File: src/pkg/usu_pkg.sv
// Purpose: shared constants and types of the serial unit in uart personality
// Assumes: register indices are word indices; byte address is four times the index
// Notes: one package for the top and the bench
package usu_pkg;

  // register word indices, one set per instance, plus FSEL_IDX shared by all
  localparam logic [7:0] CTRL_IDX_U0 = 8'h95;
  localparam logic [7:0] DIVL_IDX_U0 = 8'h9D;
  localparam logic [7:0] DIVH_IDX_U0 = 8'h9E;
  localparam logic [7:0] DATA_IDX_U0 = 8'h9F;
  localparam logic [7:0] CTRL_IDX_U1 = 8'hA4;
  localparam logic [7:0] DIVL_IDX_U1 = 8'hA5;
  localparam logic [7:0] DIVH_IDX_U1 = 8'hA6;
  localparam logic [7:0] DATA_IDX_U1 = 8'hA7;
  localparam logic [7:0] CTRL_IDX_UX = 8'hC4;
  localparam logic [7:0] DIVL_IDX_UX = 8'hC5;
  localparam logic [7:0] DIVH_IDX_UX = 8'hC6;
  localparam logic [7:0] DATA_IDX_UX = 8'hC7;
  localparam logic [7:0] FSEL_IDX = 8'hF0;

  // control register fields
  localparam int MODE_HI_BIT = 7;
  localparam int MODE_LO_BIT = 6;
  localparam int FILT_BIT = 5;
  localparam int REN_BIT = 4;
  localparam int TX9_BIT = 3;
  localparam int RX9_BIT = 2;
  localparam int TI_BIT = 1;
  localparam int RI_BIT = 0;

  // reset values and the uart function select code
  localparam logic [7:0] CTRL_RST = 8'h00;
  localparam logic [15:0] DIV_RST = 16'h0000;
  localparam logic [7:0] DATA_RST = 8'h00;
  localparam logic [1:0] FSEL_RST = 2'h0;
  localparam logic [1:0] FSEL_UART = 2'h3;

  // shift-mode rate divisors and frame lengths
  localparam logic [15:0] SYNC_SLOW_DIV = 16'h000C;
  localparam logic [15:0] SYNC_FAST_DIV = 16'h0004;
  localparam logic [3:0] LEN_SYNC = 4'h8;
  localparam logic [3:0] LEN_10BIT = 4'hA;
  localparam logic [3:0] LEN_11BIT = 4'hB;
  localparam logic [3:0] RXLEN_10BIT = 4'h9;
  localparam logic [3:0] RXLEN_11BIT = 4'hA;

  typedef enum logic [1:0] {
    MODE_SYNC = 2'b00,
    MODE_10BIT = 2'b01,
    MODE_RSVD = 2'b10,
    MODE_11BIT = 2'b11
  } usu_mode_t;

  typedef enum logic [1:0] {
    TX_IDLE = 2'b00,
    TX_SHIFT = 2'b01
  } usu_tx_state_t;

  typedef enum logic [1:0] {
    RX_IDLE = 2'b00,
    RX_START = 2'b01,
    RX_DATA = 2'b10
  } usu_rx_state_t;

endpackage

File: src/core/usu_uart.sv
// Purpose: uart personality of a multi-protocol serial unit with apb registers
// Assumes: zero-wait apb slave; read data captured in the setup cycle
// Notes: UNIT selects which instance's register indices are decoded
//
// The implementer's own choice: the APB register port.
`timescale 1ns/10ps
`default_nettype none
module usu_uart #(
  parameter int UNIT = 0,
  parameter int PADDR_W = 12
) (
  input wire logic pclk,
  input wire logic presetn,
  input wire logic psel,
  input wire logic penable,
  input wire logic pwrite,
  input wire logic [PADDR_W-1:0] paddr,
  input wire logic [31:0] pwdata,
  input wire logic [3:0] pstrb,
  output logic pready,
  output logic [31:0] prdata,
  output logic pslverr,
  output logic serial_tx_pin,
  input wire logic serial_rx_pin_in,
  output logic serial_rx_pin_out,
  output logic serial_rx_pin_oe
);

  generate
    if (UNIT < 0 || UNIT > 2 || PADDR_W < 10) begin : g_chk
      $error("usu_uart: UNIT must be 0..2 and PADDR_W at least 10");
    end
  endgenerate

  localparam logic [7:0] CTRL_IDX = (UNIT == 0) ? usu_pkg::CTRL_IDX_U0 :
                                    (UNIT == 1) ? usu_pkg::CTRL_IDX_U1 : usu_pkg::CTRL_IDX_UX;
  localparam logic [7:0] DIVL_IDX = (UNIT == 0) ? usu_pkg::DIVL_IDX_U0 :
                                    (UNIT == 1) ? usu_pkg::DIVL_IDX_U1 : usu_pkg::DIVL_IDX_UX;
  localparam logic [7:0] DIVH_IDX = (UNIT == 0) ? usu_pkg::DIVH_IDX_U0 :
                                    (UNIT == 1) ? usu_pkg::DIVH_IDX_U1 : usu_pkg::DIVH_IDX_UX;
  localparam logic [7:0] DATA_IDX = (UNIT == 0) ? usu_pkg::DATA_IDX_U0 :
                                    (UNIT == 1) ? usu_pkg::DATA_IDX_U1 : usu_pkg::DATA_IDX_UX;

  ////////////////////////////////////////////////////////////////////////////
  // apb decode

  logic [PADDR_W-3:0] word;
  logic hit_ctrl, hit_divl, hit_divh, hit_data, hit_fsel, hit_any;
  logic wr_en, rd_setup;
  logic wr_ctrl, wr_divl, wr_divh, wr_data, wr_fsel;

  assign word = paddr[PADDR_W-1:2];
  assign hit_ctrl = word == (PADDR_W-2)'(CTRL_IDX);
  assign hit_divl = word == (PADDR_W-2)'(DIVL_IDX);
  assign hit_divh = word == (PADDR_W-2)'(DIVH_IDX);
  assign hit_data = word == (PADDR_W-2)'(DATA_IDX);
  assign hit_fsel = word == (PADDR_W-2)'(usu_pkg::FSEL_IDX);
  assign hit_any = hit_ctrl | hit_divl | hit_divh | hit_data | hit_fsel;
  assign wr_en = psel && penable && pwrite && pstrb[0];
  assign rd_setup = psel && !penable && !pwrite;
  assign wr_ctrl = wr_en && hit_ctrl;
  assign wr_divl = wr_en && hit_divl;
  assign wr_divh = wr_en && hit_divh;
  assign wr_data = wr_en && hit_data;
  assign wr_fsel = wr_en && hit_fsel;
  assign pready = 1'b1;
  assign pslverr = psel && penable && !hit_any;

  ////////////////////////////////////////////////////////////////////////////
  // registers

  logic [1:0] mode_r, fsel_r;
  logic filt_r, ren_r, tx9_r, rx9_r, ti_r, ri_r;
  logic [15:0] div_r;
  logic [7:0] rxbuf_r;
  logic [31:0] prdata_r;
  logic uart_on;
  usu_pkg::usu_mode_t mode;
  logic tx_done, rx_done, rx_ri_set, rx_ninth;
  logic [7:0] rx_byte;
  logic [7:0] ctrl_rd;

  assign uart_on = fsel_r == usu_pkg::FSEL_UART;
  assign mode = usu_pkg::usu_mode_t'(mode_r);
  assign ctrl_rd = {mode_r, filt_r, ren_r, tx9_r, rx9_r, ti_r, ri_r};

  always_ff @(posedge pclk or negedge presetn) begin
    if (!presetn) begin
      fsel_r <= usu_pkg::FSEL_RST;
    end else if (wr_fsel) begin
      fsel_r <= pwdata[1:0];
    end
  end

  always_ff @(posedge pclk or negedge presetn) begin
    if (!presetn) begin
      mode_r <= usu_pkg::CTRL_RST[usu_pkg::MODE_HI_BIT:usu_pkg::MODE_LO_BIT];
      filt_r <= usu_pkg::CTRL_RST[usu_pkg::FILT_BIT];
      ren_r <= usu_pkg::CTRL_RST[usu_pkg::REN_BIT];
      tx9_r <= usu_pkg::CTRL_RST[usu_pkg::TX9_BIT];
    end else if (wr_ctrl) begin
      mode_r <= pwdata[usu_pkg::MODE_HI_BIT:usu_pkg::MODE_LO_BIT];
      filt_r <= pwdata[usu_pkg::FILT_BIT];
      ren_r <= pwdata[usu_pkg::REN_BIT];
      tx9_r <= pwdata[usu_pkg::TX9_BIT];
    end
  end

  // flags: hardware set wins over write-one clear
  always_ff @(posedge pclk or negedge presetn) begin
    if (!presetn) begin
      ti_r <= usu_pkg::CTRL_RST[usu_pkg::TI_BIT];
      ri_r <= usu_pkg::CTRL_RST[usu_pkg::RI_BIT];
    end else begin
      ti_r <= tx_done | (ti_r & !(wr_ctrl & pwdata[usu_pkg::TI_BIT]));
      ri_r <= rx_ri_set | (ri_r & !(wr_ctrl & pwdata[usu_pkg::RI_BIT]));
    end
  end

  always_ff @(posedge pclk or negedge presetn) begin
    if (!presetn) begin
      rx9_r <= usu_pkg::CTRL_RST[usu_pkg::RX9_BIT];
      rxbuf_r <= usu_pkg::DATA_RST;
    end else if (rx_done) begin
      rxbuf_r <= rx_byte;
      if (mode == usu_pkg::MODE_11BIT) begin
        rx9_r <= rx_ninth;
      end
    end else if (wr_ctrl) begin
      rx9_r <= pwdata[usu_pkg::RX9_BIT];
    end
  end

  always_ff @(posedge pclk or negedge presetn) begin
    if (!presetn) begin
      div_r <= usu_pkg::DIV_RST;
    end else begin
      if (wr_divl) begin
        div_r[7:0] <= pwdata[7:0];
      end
      if (wr_divh) begin
        div_r[15:8] <= pwdata[7:0];
      end
    end
  end

  always_ff @(posedge pclk or negedge presetn) begin
    if (!presetn) begin
      prdata_r <= '0;
    end else if (rd_setup) begin
      prdata_r <= hit_ctrl ? {24'h000000, ctrl_rd} :
                  hit_divl ? {24'h000000, div_r[7:0]} :
                  hit_divh ? {24'h000000, div_r[15:8]} :
                  hit_data ? {24'h000000, rxbuf_r} :
                  hit_fsel ? {30'h00000000, fsel_r} : 32'h00000000;
    end
  end
  assign prdata = prdata_r;

  ////////////////////////////////////////////////////////////////////////////
  // transmitter

  usu_pkg::usu_tx_state_t tx_state_r;
  logic [10:0] tx_sh_r;
  logic [3:0] tx_cnt_r, tx_len_r;
  logic tx_sync_r, tx_start, tx_tick, tx_late;
  logic [15:0] tx_div;
  usu_pkg::usu_rx_state_t rx_state_r;
  logic rx_sync_r;

  // shift mode is half duplex: no start while a shift receive runs
  assign tx_start = wr_data && uart_on && mode != usu_pkg::MODE_RSVD && tx_state_r == usu_pkg::TX_IDLE &&
                    !(mode == usu_pkg::MODE_SYNC && rx_state_r != usu_pkg::RX_IDLE);
  assign tx_div = tx_sync_r ? (filt_r ? usu_pkg::SYNC_FAST_DIV : usu_pkg::SYNC_SLOW_DIV) : div_r;
  assign tx_done = tx_state_r == usu_pkg::TX_SHIFT && tx_tick && tx_cnt_r == tx_len_r - 4'h1;

  usu_baud_gen #(.W(16)) u_tx_baud (
    .pclk(pclk),
    .presetn(presetn),
    .run(tx_state_r == usu_pkg::TX_SHIFT),
    .restart(tx_start),
    .div(tx_div),
    .mid(),
    .tick(tx_tick),
    .late(tx_late)
  );

  always_ff @(posedge pclk or negedge presetn) begin
    if (!presetn) begin
      tx_state_r <= usu_pkg::TX_IDLE;
      tx_sh_r <= 11'h7FF;
      tx_cnt_r <= 4'h0;
      tx_len_r <= usu_pkg::LEN_10BIT;
      tx_sync_r <= 1'b0;
    end else if (tx_start) begin
      tx_state_r <= usu_pkg::TX_SHIFT;
      tx_cnt_r <= 4'h0;
      tx_sync_r <= mode == usu_pkg::MODE_SYNC;
      unique case (mode)
        usu_pkg::MODE_SYNC: begin
          tx_sh_r <= {3'h7, pwdata[7:0]};
          tx_len_r <= usu_pkg::LEN_SYNC;
        end
        usu_pkg::MODE_10BIT: begin
          tx_sh_r <= {2'h3, pwdata[7:0], 1'b0};
          tx_len_r <= usu_pkg::LEN_10BIT;
        end
        default: begin
          tx_sh_r <= {1'b1, tx9_r, pwdata[7:0], 1'b0};
          tx_len_r <= usu_pkg::LEN_11BIT;
        end
      endcase
    end else if (tx_state_r == usu_pkg::TX_SHIFT && tx_tick) begin
      tx_sh_r <= {1'b1, tx_sh_r[10:1]};
      tx_cnt_r <= tx_cnt_r + 4'h1;
      if (tx_done) begin
        tx_state_r <= usu_pkg::TX_IDLE;
      end
    end
  end

  ////////////////////////////////////////////////////////////////////////////
  // receiver

  logic rx_s1_r, rx_s2_r, rx_s3_r, rx_f_r, rx_fd_r;
  logic [8:0] rx_sh_r, rx_sh_nxt;
  logic [3:0] rx_cnt_r, rx_len_r;
  logic rx_mid, rx_tick, rx_late, rx_restart, rx_fall, rx_sample, rx_last;
  logic rx_go_async, rx_go_sync;
  logic [15:0] rx_div;

  always_ff @(posedge pclk or negedge presetn) begin
    if (!presetn) begin
      rx_s1_r <= 1'b1;
      rx_s2_r <= 1'b1;
      rx_s3_r <= 1'b1;
      rx_f_r <= 1'b1;
      rx_fd_r <= 1'b1;
    end else begin
      rx_s1_r <= serial_rx_pin_in;
      rx_s2_r <= rx_s1_r;
      rx_s3_r <= rx_s2_r;
      if (rx_s2_r == rx_s3_r) begin
        rx_f_r <= rx_s3_r;
      end
      rx_fd_r <= rx_f_r;
    end
  end

  assign rx_fall = rx_fd_r && !rx_f_r;
  assign rx_go_async = rx_state_r == usu_pkg::RX_IDLE && uart_on && ren_r && rx_fall &&
                       (mode == usu_pkg::MODE_10BIT || mode == usu_pkg::MODE_11BIT);
  assign rx_go_sync = rx_state_r == usu_pkg::RX_IDLE && uart_on && ren_r && !ri_r &&
                      mode == usu_pkg::MODE_SYNC && tx_state_r == usu_pkg::TX_IDLE && !tx_start;
  assign rx_restart = rx_go_async || rx_go_sync;
  assign rx_div = rx_sync_r ? (filt_r ? usu_pkg::SYNC_FAST_DIV : usu_pkg::SYNC_SLOW_DIV) : div_r;
  assign rx_sample = rx_state_r == usu_pkg::RX_DATA && (rx_sync_r ? rx_tick : rx_mid);
  assign rx_last = rx_sample && rx_cnt_r == rx_len_r - 4'h1;
  assign rx_sh_nxt = {rx_f_r, rx_sh_r[8:1]};
  assign rx_done = rx_last && ren_r;
  assign rx_byte = rx_sync_r ? rx_sh_nxt[8:1] :
                   (rx_len_r == usu_pkg::RXLEN_11BIT) ? rx_sh_r[7:0] : rx_sh_r[8:1];
  assign rx_ninth = rx_sh_r[8];
  assign rx_ri_set = rx_done && !(mode == usu_pkg::MODE_11BIT && filt_r && !rx_ninth);

  usu_baud_gen #(.W(16)) u_rx_baud (
    .pclk(pclk),
    .presetn(presetn),
    .run(rx_state_r != usu_pkg::RX_IDLE),
    .restart(rx_restart),
    .div(rx_div),
    .mid(rx_mid),
    .tick(rx_tick),
    .late(rx_late)
  );

  always_ff @(posedge pclk or negedge presetn) begin
    if (!presetn) begin
      rx_state_r <= usu_pkg::RX_IDLE;
      rx_sh_r <= 9'h000;
      rx_cnt_r <= 4'h0;
      rx_len_r <= usu_pkg::RXLEN_10BIT;
      rx_sync_r <= 1'b0;
    end else if (rx_state_r != usu_pkg::RX_IDLE && (!ren_r || !uart_on)) begin
      rx_state_r <= usu_pkg::RX_IDLE;
    end else begin
      unique case (rx_state_r)
        usu_pkg::RX_IDLE: begin
          rx_cnt_r <= 4'h0;
          if (rx_go_async) begin
            rx_state_r <= usu_pkg::RX_START;
            rx_sync_r <= 1'b0;
            rx_len_r <= (mode == usu_pkg::MODE_11BIT) ? usu_pkg::RXLEN_11BIT : usu_pkg::RXLEN_10BIT;
          end else if (rx_go_sync) begin
            rx_state_r <= usu_pkg::RX_DATA;
            rx_sync_r <= 1'b1;
            rx_len_r <= usu_pkg::LEN_SYNC;
          end
        end
        usu_pkg::RX_START: begin
          // a start bit that is high again at mid-point was a glitch
          if (rx_mid) begin
            rx_state_r <= rx_f_r ? usu_pkg::RX_IDLE : usu_pkg::RX_DATA;
          end
        end
        usu_pkg::RX_DATA: begin
          if (rx_sample) begin
            rx_cnt_r <= rx_cnt_r + 4'h1;
            if (rx_sync_r || !rx_last) begin
              rx_sh_r <= rx_sh_nxt;
            end
            if (rx_last) begin
              rx_state_r <= usu_pkg::RX_IDLE;
            end
          end
        end
        default: begin
          rx_state_r <= usu_pkg::RX_IDLE;
        end
      endcase
    end
  end

  ////////////////////////////////////////////////////////////////////////////
  // pins

  logic tx_pin_r, rx_out_r, rx_oe_r;

  always_ff @(posedge pclk or negedge presetn) begin
    if (!presetn) begin
      tx_pin_r <= 1'b1;
      rx_out_r <= 1'b1;
      rx_oe_r <= 1'b0;
    end else begin
      // shift clock is low in the first half of each bit
      if (!uart_on) begin
        tx_pin_r <= 1'b1;
      end else if (tx_state_r == usu_pkg::TX_SHIFT && tx_sync_r) begin
        tx_pin_r <= tx_late;
      end else if (rx_state_r == usu_pkg::RX_DATA && rx_sync_r) begin
        tx_pin_r <= rx_late;
      end else if (tx_state_r == usu_pkg::TX_SHIFT) begin
        tx_pin_r <= tx_sh_r[0];
      end else begin
        tx_pin_r <= 1'b1;
      end
      rx_oe_r <= uart_on && tx_state_r == usu_pkg::TX_SHIFT && tx_sync_r;
      rx_out_r <= tx_sh_r[0];
    end
  end

  assign serial_tx_pin = tx_pin_r;
  assign serial_rx_pin_out = rx_out_r;
  assign serial_rx_pin_oe = rx_oe_r;
endmodule
`default_nettype wire

File: src/core/usu_baud_gen.sv
// Purpose: bit-period divider with mid-point and end pulses
// Assumes: div of 0 or 1 gives a pulse every cycle
// Notes: restart clears the count so a bit period starts at once
`timescale 1ns/10ps
`default_nettype none
module usu_baud_gen #(
  parameter int W = 16
) (
  input wire logic pclk,
  input wire logic presetn,
  input wire logic run,
  input wire logic restart,
  input wire logic [W-1:0] div,
  output logic mid,
  output logic tick,
  output logic late
);

  logic [W-1:0] cnt_r;
  logic [W-1:0] last;
  logic [W-1:0] half;

  generate
    if (W < 2) begin : g_chk
      $error("usu_baud_gen: W must be at least 2");
    end
  endgenerate

  assign last = (div <= W'(1)) ? '0 : div - W'(1);
  assign half = div >> 1;
  assign tick = run && !restart && (cnt_r >= last);
  assign mid = run && !restart && (cnt_r == ((div <= W'(1)) ? '0 : half));
  assign late = cnt_r >= half;

  always_ff @(posedge pclk or negedge presetn) begin
    if (!presetn) begin
      cnt_r <= '0;
    end else if (restart || !run || tick) begin
      cnt_r <= '0;
    end else begin
      cnt_r <= cnt_r + W'(1);
    end
  end

endmodule
`default_nettype wire

File: config.mk
export PLATFORM = sky130hd
export DESIGN_NAME = usu_uart
export DESIGN_NICKNAME = d
export VERILOG_FILES = /design/src/pkg/usu_pkg.sv /design/src/core/usu_uart.sv /design/src/core/usu_baud_gen.sv
export SDC_FILE = /design/constraint.sdc
export NUM_CORES = 1
export LEC_CHECK = 0
export ABC_AREA = 1
export BUFFER_PORTS_ARGS = -buffer_cell sky130_fd_sc_hd__buf_2
export CAP_MARGIN = 10
export CORE_MARGIN = 2
export CORE_UTILIZATION = 60
export CTS_CLUSTER_DIAMETER = 150
export CTS_CLUSTER_SIZE = 14
export DETAILED_ROUTE_END_ITERATION = 6
export GPL_ROUTABILITY_DRIVEN = 0
export PLACE_DENSITY = 0.81
export SYNTH_ARGS = -nofsm -noshare
export SYNTH_HDL_FRONTEND = slang
export SYNTH_SLANG_ARGS = --single-unit
File: constraint.sdc
create_clock -name pclk -period 4.1 [get_ports pclk]
set_input_delay 0.82 -clock pclk [delete_from_list [all_inputs] [get_ports pclk]]
set_output_delay 0.82 -clock pclk [all_outputs]
set_load 0.02 [all_outputs]
# After elaboration in Yosys (flattened, before gate mapping)
# Index checks and enable logic that the tools add are counted.
[classes] eq_ne=23 n_reduce_logical=83 n_lt_le_gt_ge=6 n_mux=47 addsub=8 bitwise=11
[ops] cell="two-way mux 16 bit" n=6
[ops] cell="== test 10 x 8 -> 1 bit (second input constant)" n=5
[ops] cell="two-way mux 8 bit" n=6
[ops] cell="logical AND 1 bit" n=43
[ops] cell="adder 16 x 1 -> 16 bit (second input constant)" n=2
[ops] cell="greater-or-equal comparator 16 x 15 -> 1 bit" n=2
[ops] cell="greater-or-equal comparator 16 bit" n=2
[ops] cell="<= comparator 16 x 1 -> 1 bit (second input constant)" n=2
[ops] cell="subtractor 16 x 1 -> 16 bit (second input constant)" n=2
[ops] cell="two-way mux 2 bit" n=12
[ops] cell="two-way mux 4 bit" n=6
[ops] cell="two-way mux 11 bit" n=2
[ops] cell="case mux 10 bit (2 select lines)" n=1
[ops] cell="zero test 1 bit" n=17
[ops] cell="== test 16 bit" n=1
[ops] cell="two-way mux 15 bit" n=1
[ops] cell="nonzero test 2 bit" n=6
[ops] cell="two-way mux 1 bit" n=10
[ops] cell="adder 4 x 1 -> 4 bit (second input constant)" n=2
[ops] cell="== test 4 bit" n=2
[ops] cell="logical OR 1 bit" n=8
[ops] cell="case mux 4 bit (2 select lines)" n=1
[ops] cell="AND reduction 4 bit" n=2
[ops] cell="subtractor 4 x 1 -> 4 bit (second input constant)" n=2
[ops] cell="other kinds (17)" n=35
[totals] elab_cells=210 register_bits=148 output_inout_bits=37 inputBits=54

# Longest topological paths before layout
# Gate-level depths: netlist of the first run.
[depth] depth_word=21 ltp_mapped=32 depth_no_buf=30

# Hierarchy
# Synthesis of the first run repeated with hierarchy kept, for this count alone.
[unflattened] hier_cells=1299 hier_area_um2=9499.1
[by_module_without_submodules] mod="usu_uart" cells_per_inst=638 instances=1 seq_area_each_um2=2175.8 area_per_inst_um2=4958.5
[by_module_without_submodules] mod="usu_baud_gen (u_rx_baud)" cells_per_inst=339 instances=1 seq_area_each_um2=400.4 area_per_inst_um2=2293.4
[by_module_without_submodules] mod="usu_baud_gen (u_tx_baud)" cells_per_inst=322 instances=1 seq_area_each_um2=400.4 area_per_inst_um2=2247.2

# Worst setup path after synthesis of the first run
# Ideal clock, no wire load.
[synth_timing] kind="register to register" from="reg rx_sync_r" to="reg rxbuf_r[6]" path_slack_ns=0.460 path_stages_with_launch=33 required_time_ns=4.026 arrival_ns=3.566 setup_time_ns=0.074 path_cell_list="dfrtp_1 -> buf_6 -> clkbuf_1 -> nor2_1 -> inv_1 -> ha_1 -> nand2_1 -> nor2_1 -> inv_1 -> nor2_1 -> nand2_1 -> inv_1 -> nand2_1 -> inv_1 -> nand2_1 -> nand2_1 -> nand3_1 -> ha_1 -> nand2_1 -> inv_1 -> nand3_1 -> nor3_1 -> nand3_1 -> nand3_1 -> nand3_1 -> nand2_2 -> inv_2 -> nor2_4 -> nand3_4 -> clkinv_4 -> buf_8 -> nand2_1 -> o21ai_2"
[synth_via] elab_chain_cells=9
[synth_rtl] item="from (decl)" line="usu_uart.sv:169" rtl="logic rx_sync_r;"
[synth_rtl] item="from (signal assigned)" line="usu_uart.sv:283" rtl="rx_sync_r <= 1'b0;"
[synth_rtl] item="from (signal assigned)" line="usu_uart.sv:292" rtl="rx_sync_r <= 1'b0;"
[synth_rtl] item="from (signal assigned)" line="usu_uart.sv:296" rtl="rx_sync_r <= 1'b1;"
[synth_rtl] item="two-way mux 16 bit" line="usu_uart.sv:256" rtl="assign rx_div = rx_sync_r ? (filt_r ? usu_pkg::SYNC_FAST_DIV : usu_pkg::SYNC_SLOW_DIV) : div_r;"
[synth_rtl] item="subtractor 16 x 1 -> 16 bit or <= comparator 16 x 1 -> 1 bit (tied branches)" line="usu_baud_gen.sv:29, usu_baud_gen.sv:32"
[synth_rtl] item="two-way mux 16 bit or two-way mux 15 bit (tied branches)" line="usu_baud_gen.sv:29, usu_baud_gen.sv:32"
[synth_rtl] item="greater-or-equal comparator 16 bit or == test 16 bit (tied branches)" line="usu_baud_gen.sv:31, usu_baud_gen.sv:32"
[synth_rtl] item="logical AND 1 bit, on equally long branches" line="usu_baud_gen.sv:31, usu_baud_gen.sv:32"
[synth_rtl] item="two-way mux 1 bit" line="usu_uart.sv:257" rtl="assign rx_sample = rx_state_r == usu_pkg::RX_DATA && (rx_sync_r ? rx_tick : rx_mid);"
[synth_rtl] item="logical AND 1 bit" line="usu_uart.sv:257"
[synth_rtl] item="logical AND 1 bit" line="usu_uart.sv:258" rtl="assign rx_last = rx_sample && rx_cnt_r == rx_len_r - 4'h1;"
[synth_rtl] item="logical AND 1 bit" line="usu_uart.sv:260" rtl="assign rx_done = rx_last && ren_r;"
[synth_rtl] item="to (signal assigned)" line="usu_uart.sv:123" rtl="rxbuf_r <= usu_pkg::DATA_RST;"
[synth_rtl] item="to (signal assigned)" line="usu_uart.sv:125" rtl="rxbuf_r <= rx_byte;"
[synth_rtl] item="to (decl)" line="usu_uart.sv:75" rtl="logic [7:0] rxbuf_r;"
# Several ways; a longest one is shown, not always the timed one.
# A chain may end at the register's enable or synchronous reset.

# Worst setup path after layout of the first run
[layout_timing] from="reg rx_sync_r" to="reg rxbuf_r[5]"
# The elaborated chain is that of the path after synthesis.

==> results of run 1 <==
## worst min path at each step
| stage | from | end | slack [ns] | cells after the start |
|---|---|---|---|---|
| 6_report | rx_s1_r | rx_s2_r | 0.36 | 0 |
| 5_1_grt | rx_s1_r | rx_s2_r | 0.36 | 0 |
| 4_1_cts | rx_s1_r | rx_s2_r | 0.36 | 0 |
| 3_5_place_dp | rx_s1_r | rx_s2_r | 0.35 | 0 |
| 3_3_place_gp | rx_s1_r | rx_s2_r | 0.35 | 0 |
| 2_1_floorplan | rx_s1_r | rx_s2_r | 0.35 | 0 |
## layout make-up
class / count / area (µm²) / share of cell area
multi-input combinational: 863 / 4880 / 0.502
clock buffer: 19 / 433 / 0.0445
tap: 180 / 225 / 0.0232
inverter: 179 / 679 / 0.0699
sequential: 118 / 2980 / 0.306
timing repair inverter: 1 / 8.76 / 0.000901
clock inverter: 13 / 149 / 0.0153
timing repair buffer: 59 / 368 / 0.0378
## synthesized netlist by cell type (3+ instances only)
cell type	instances	area, µm²
inv_2	5	18.8
nand2_2	8	50.1
o221ai_1	4	35.0
ha_1	72	901
buf_4	25	188
nor2_1	95	357
clkbuf_1	18	67.6
xor2_1	15	131
a21o_1	3	22.5
a21oi_1	45	225
nor2_2	3	18.8
dfrtp_1	99	2480
a211oi_1	8	60.1
nor4_1	9	56.3
nand2_1	270	1010
o21ai_1	20	100
nand4_1	13	81.3
inv_1	173	649
nor3b_1	18	135
nand3_1	65	325
xnor2_1	4	35.0
nor3_1	27	135
dfstp_2	19	499
o21ai_0	107	536
o22ai_1	10	62.6
o211ai_1	7	52.6
o31ai_1	3	22.5
nor3_2	4	40.0
o21ai_2	3	26.3
nand3_2	3	30.0
## cells by family after synthesis
kind of cell,count (synthesis)
AOI/OAI and AO/OA,219
xor gates and xnor gates,19
adders and majority gates,73
buffers and inverters,227
DFF,118
other,2
and+or+nand+nor,526
## layer usage
| layer | wire, µm | GRT usage | vias to the layer above |
|---|---|---|---|
| li1 | - | - | 3971 |
| met1 | 9360 | 0.401 | 3740 |
| met2 | 10300 | 0.473 | 317 |
| met3 | 1350 | 0.0421 | 67 |
| met4 | 695 | 0.119 | 0 |
| met5 | 0 | 0 | - |
## critical path: stages, from the launching register on
cell     delay, ns
dfrtp_2       0.40
buf_4         0.17
o21ai_4       0.15
nand4_1       0.16
nor3_2        0.22
nand2_1       0.10
inv_2         0.09
nand3_4       0.08
nor4_4        0.31
nand2_1       0.11
a21o_1        0.19
ha_1          0.29
nand2_1       0.06
inv_1         0.07
nand3_2       0.10
nor3_4        0.23
nand3_1       0.15
nand3_2       0.10
nand3_2       0.10
nand2_4       0.12
inv_2         0.06
nor2_4        0.09
nand3_4       0.16
inv_8         0.12
nand2_1       0.06
o21ai_1       0.08
## per-stage QoR
| step | setup TNS, ns | instance area [µm²] | power (mW) | util |
|---|---|---|---|---|
| final | 0 | 9720 | 3.23 | 0.695 |
| after global routing | -0.0533 | 9720 | 3.36 | 0.695 |
| after CTS | 0 | 9560 | 3.24 | 0.683 |
| after detailed placement | 0 | 8970 | 1.76 | 0.642 |
| after global placement | 0 | 8970 | 1.74 | 0.642 |
| after floorplan | 0 | 8720 | 1.64 | - |
## registers in the layout, summed over array words and instances (netlist names), 2 cells and up
register	cells
tx_sh_r	10
u_tx_baud.cnt_r	16
div_r	16
fsel_r	2
rx_len_r	2
tx_len_r	2
rx_state_r	2
prdata	8
mode	2
tx_cnt_r	4
u_rx_baud.cnt_r	16
rx_cnt_r	4
rx_sh_r	9
rxbuf_r	8
## report_power, final
| group | leakage, nW | switching, mW | internal (mW) |
|---|---|---|---|
| combinational | 2.90 | 0.268 | 0.141 |
| sequential | 1.54 | 0.0667 | 1.27 |
| clock | 0.274 | 0.587 | 0.899 |
| total | 4.72 | 0.921 | 2.31 |
## what timing repair did
| action | CTS | global route |
|---|---|---|
| setup endpoints to repair | 0 | 50 |
| buffers inserted | 0 | 5 |
| gates resized for setup | 0 | 25 |
| hold buffers | 0 | 0 |
==> results.py, run 1 <==
metrics = {
    "pwr": {
        "p_leak_nw": 4.72,
        "ir_worst_vdd_mv": 0.306,
        "power_density_nw_per_um2": 333,
    },
    "placement": {
        "pre_cts_slack_ns": 0.0311,
        "io_buffers": 36,
        "dpl.cell_count": 1393,
        "dpl.hpwl_um": 15800,
    },
    "synthesis": {
        "synth_area_per_cell_um2": 7.29,
        "ys.flop_type": "dfrtp_1",
        "synth_edf_count": 0,
        "ys_ff_latch": 118,
        "synthAdderAreaFrac": 0.105,
        "synth.distinct_cells": 53,
        "synthCells": 1184,
        "synth_top_family_by_area": "simple AND/OR/NAND/NOR gates",
        "ys_seq_area_frac": 0.345,
        "synthSimpleGateAreaFrac": 0.273,
        "synth-compound-area-share": 0.143,
        "synth_mux_area_frac": 0,
        "syn_area_um2": 8640,
        "ys_warn_count": 0,
        "async_reset_ff_frac": 1.00,
        "synth-xor-area-share": 0.0193,
    },
    "critical_path": {
        "worstPathArrival_ns": 4.21,
        "cp-end-kind": "flop",
        "crit_type": "flop to flop",
        "reg2reg_slack_ns": 0.24,
        "r2r_end": "rxbuf_r[5]",
        "cp_max_fo": 8,
        "crit_end": "rxbuf_r[5]",
        "r2r_cells": 25,
        "cp.required_ns": 4.45,
        "r2r-start": "rx_sync_r",
        "cp-start-kind": "flop",
        "startpoint": "rx_sync_r",
    },
    "sta": {
        "hold_ws_ns": 0.357,
        "finalClockSkew_ns": 0.00816,
        "period_share": 0.942,
        "period_minus_slack_ns": 3.86,
        "timing.fmax_ghz": 0.259,
        "setup_slack_ns": 0.238,
        "max_slew_margin": 0.331,
        "maxSlewViolCount": 0,
        "finalSetupViolCount": 0,
        "worst_pin_slew_ns": 1.00,
        "finalHoldViolCount": 0,
    },
    "route": {
        "wirelength_um": 21700,
        "via_count": 8095,
        "drc_errors": 0,
        "drtIter0Drc": 721,
        "wl_per_cell_um": 15.2,
        "vias_per_cell": 5.65,
        "ant_nets": 0,
        "drtPass1Iterations": 6,
    },
    "clock_network": {
        "htree_levels": 4,
        "clk_latency_ns": 0.43,
        "cts_buffers": 17,
        "root_buffer": "clkbuf_16",
        "clk_pin_slew_ns": 0.05,
        "clockBufferDepth": 2,
        "cts_tree": "done",
        "cts_sinks": 118,
    },
    "die": {
        "rows": 43,
        "start_util": 0.617,
        "die_w_um": 124,
        "die_area_um2": 15400,
        "die_height_um": 124,
        "num_io_pins": 91,
        "coreArea_um2": 14000,
    },
    "global_routing": {
        "grt_overflow": 0,
        "grt_pass1_wl_um": 35200,
        "antenna_found_initial": 0,
        "track_usage": 0.294,
        "grt_max_degree": 79,
        "first_global_vias": 7353,
    },
    "cells_and_area": {
        "layout-drive-gt1-share": 0.129,
        "nFillCells": 1141,
        "final_cell_mix": "nand2_1, inv_1, o21ai_0",
        "area_delta_synth_final_pct": 12.6,
        "nets": 1365,
        "instances_no_fill": 1432,
        "final_common_cell": "nand2_1",
        "diodes": 0,
    },
    "run": {
        "drv_cap": 0,
    },
    "min_path": {
        "min_path_type": "flop to flop",
    },
    "run_status": {
        "status": "complete, no violations",
    },
}
Power figures use the tool's default switching activity.
==> run 2, diff against run 1 <==
==> constraint.sdc (replaced) <==
create_clock -name pclk -period 4.25 [get_ports pclk]
set_input_delay 0.85 -clock pclk [delete_from_list [all_inputs] [get_ports pclk]]
set_output_delay 0.85 -clock pclk [all_outputs]
set_load 0.02 [all_outputs]
==> results.py, run 2 (same netlist as run 1, synthesis figures left out) <==
metrics = {
    "critical_path": {
        "r2r_end": "tx_cnt_r[2]",
        "crit_type": "flop to flop",
        "cp-end-kind": "flop",
        "worstPathArrival_ns": 4.03,
        "cp-start-kind": "flop",
        "reg2reg_slack_ns": 0.52,
        "cp.required_ns": 4.55,
        "r2r_cells": 21,
        "r2r-start": "div_r[2]",
        "cp_max_fo": 17,
    },
    "run_status": {
        "status": "complete, no violations",
    },
    "die": {
        "coreArea_um2": 14000,
        "die_height_um": 124,
        "num_io_pins": 91,
        "die_area_um2": 15400,
        "die_w_um": 124,
        "start_util": 0.617,
        "rows": 43,
    },
    "pwr": {
        "p_leak_nw": 4.68,
        "ir_worst_vdd_mv": 0.318,
        "power_density_nw_per_um2": 333,
    },
    "cells_and_area": {
        "final_common_cell": "nand2_1",
        "area_delta_synth_final_pct": 11.3,
        "diodes": 0,
        "top_regs": "div_r x16, u_rx_baud.cnt_r x16, u_tx_baud.cnt_r x16",
        "instances_no_fill": 1423,
        "nets": 1356,
        "final_cell_mix": "nand2_1, inv_1, o21ai_0",
        "nFillCells": 1143,
        "layout-drive-gt1-share": 0.118,
        "design_area_um2": 9610,
    },
    "route": {
        "ant_nets": 0,
        "drtIter0Drc": 597,
        "drtPass1Iterations": 5,
        "vias_per_cell": 5.58,
        "via_count": 7936,
        "drc_errors": 0,
        "wirelength_um": 21200,
        "wl_per_cell_um": 14.9,
    },
    "sta": {
        "finalSetupViolCount": 0,
        "setup_slack_ns": 0.518,
        "timing.fmax_ghz": 0.268,
        "finalClockSkew_ns": 0.00822,
        "finalHoldViolCount": 0,
        "tns_ns": 0,
        "rsz0062_at_grt": "no",
        "worst_pin_slew_ns": 0.870,
        "period_minus_slack_ns": 3.73,
        "maxSlewViolCount": 0,
        "max_slew_margin": 0.418,
        "period_share": 0.878,
    },
    "clock_network": {
        "cts_tree": "done",
        "root_buffer": "clkbuf_16",
        "htree_levels": 4,
        "clk_latency_ns": 0.43,
        "ctsHoldBuffers": 0,
        "cts_sinks": 118,
        "clockBufferDepth": 2,
        "clk_pin_slew_ns": 0.06,
        "cts_buffers": 17,
    },
    "global_routing": {
        "track_usage": 0.296,
        "first_global_vias": 7327,
        "grt_overflow": 0,
        "grt_max_degree": 65,
        "antenna_found_initial": 0,
        "grt_pass1_wl_um": 35400,
    },
    "min_path": {
        "min_path_type": "flop to flop",
        "holdPathStages": 0,
        "hold_end": "rx_s2_r",
        "worstHoldStart": "rx_s1_r",
    },
    "placement": {
        "dpl-instance-area_um2": 8960,
        "pre_cts_slack_ns": 0.267,
        "io_buffers": 36,
        "dpl.hpwl_um": 15700,
        "dpl.cell_count": 1391,
    },
    "run": {
        "drv_cap": 0,
    },
}
-- run 2: cell count changes in the layout (fill, tap and decap cells not counted), sizes merged --
cell / change
buf: -7
bufinv: +1
clkbuf: +1
clkinv: -1
clkinvlp: -1
inv: -1
o2111ai: -1
-- run 2: how the worst max path moves through the flow --
stage | from | endpoint | slack (ns)
floorplan | rx_sync_r | rxbuf_r[6] | 0.61
global placement | rx_sync_r | rx_cnt_r[2] | 0.34
detailed placement | rx_sync_r | rx_cnt_r[2] | 0.27
CTS | rx_sync_r | rx_cnt_r[2] | 0.19
global route | div_r[0] | rx_sh_r[7] | 0.009
finish | div_r[2] | tx_cnt_r[2] | 0.52
-- run 2: final cells by class --
| type | count | area, µm² | area share |
|---|---|---|---|
| clock buffers | 20 | 457 | 0.0475 |
| clock inverters | 12 | 166 | 0.0173 |
| inverters | 179 | 677 | 0.0704 |
| multi-input cells | 862 | 4790 | 0.499 |
| flip-flops and latches | 118 | 2980 | 0.310 |
| well taps | 180 | 225 | 0.0234 |
| repair buffers | 52 | 315 | 0.0328 |
-- run 2: where the power goes --
part           internal, mW  leakage (nW)  switching, mW  total (mW)
sequential             1.23          1.54         0.0663        1.29
combinational         0.134          2.84          0.258       0.393
clock                 0.961         0.298          0.560        1.52
-- run 2: worst max-delay path, stage by stage, from the launching register on --
cell and delay, ns:
dfrtp_1 0.49, nor2_1 0.26, inv_1 0.11, nor3_2 0.16, inv_1 0.09, nor3_2 0.16, nand3_1 0.12, inv_1 0.09
nand3_1 0.16, nor2_1 0.25, o21ai_0 0.15, ha_1 0.30, a21oi_1 0.17, nor3_1 0.06, a211oi_1 0.17, nand2_1 0.11
nand2_1 0.09, nand2_1 0.11, nand2_1 0.11, nand2_2 0.21, nand3_1 0.13, o21ai_0 0.09
-- run 2: layer usage --
layer	global-route usage	routed length [µm]
met5	0	0
met4	0.119	641
met3	0.0572	1330
met2	0.472	9910
met1	0.400	9300
-- run 2: metrics by stage --
stage / total power, mW / utilization / hold slack, ns
after floorplan: 1.58 / - / 0.345
after global placement: 1.68 / 0.641 / 0.350
after detailed placement: 1.70 / 0.641 / 0.354
after CTS: 3.22 / 0.685 / 0.362
after global routing: 3.33 / 0.687 / 0.365
final: 3.21 / 0.687 / 0.364
-- run 2: timing repair --
action,in CTS,in global routing
endpoints found under the hold margin,0,0
buffers inserted,0,0
endpoints found under the setup margin,0,37
resized for setup,0,9
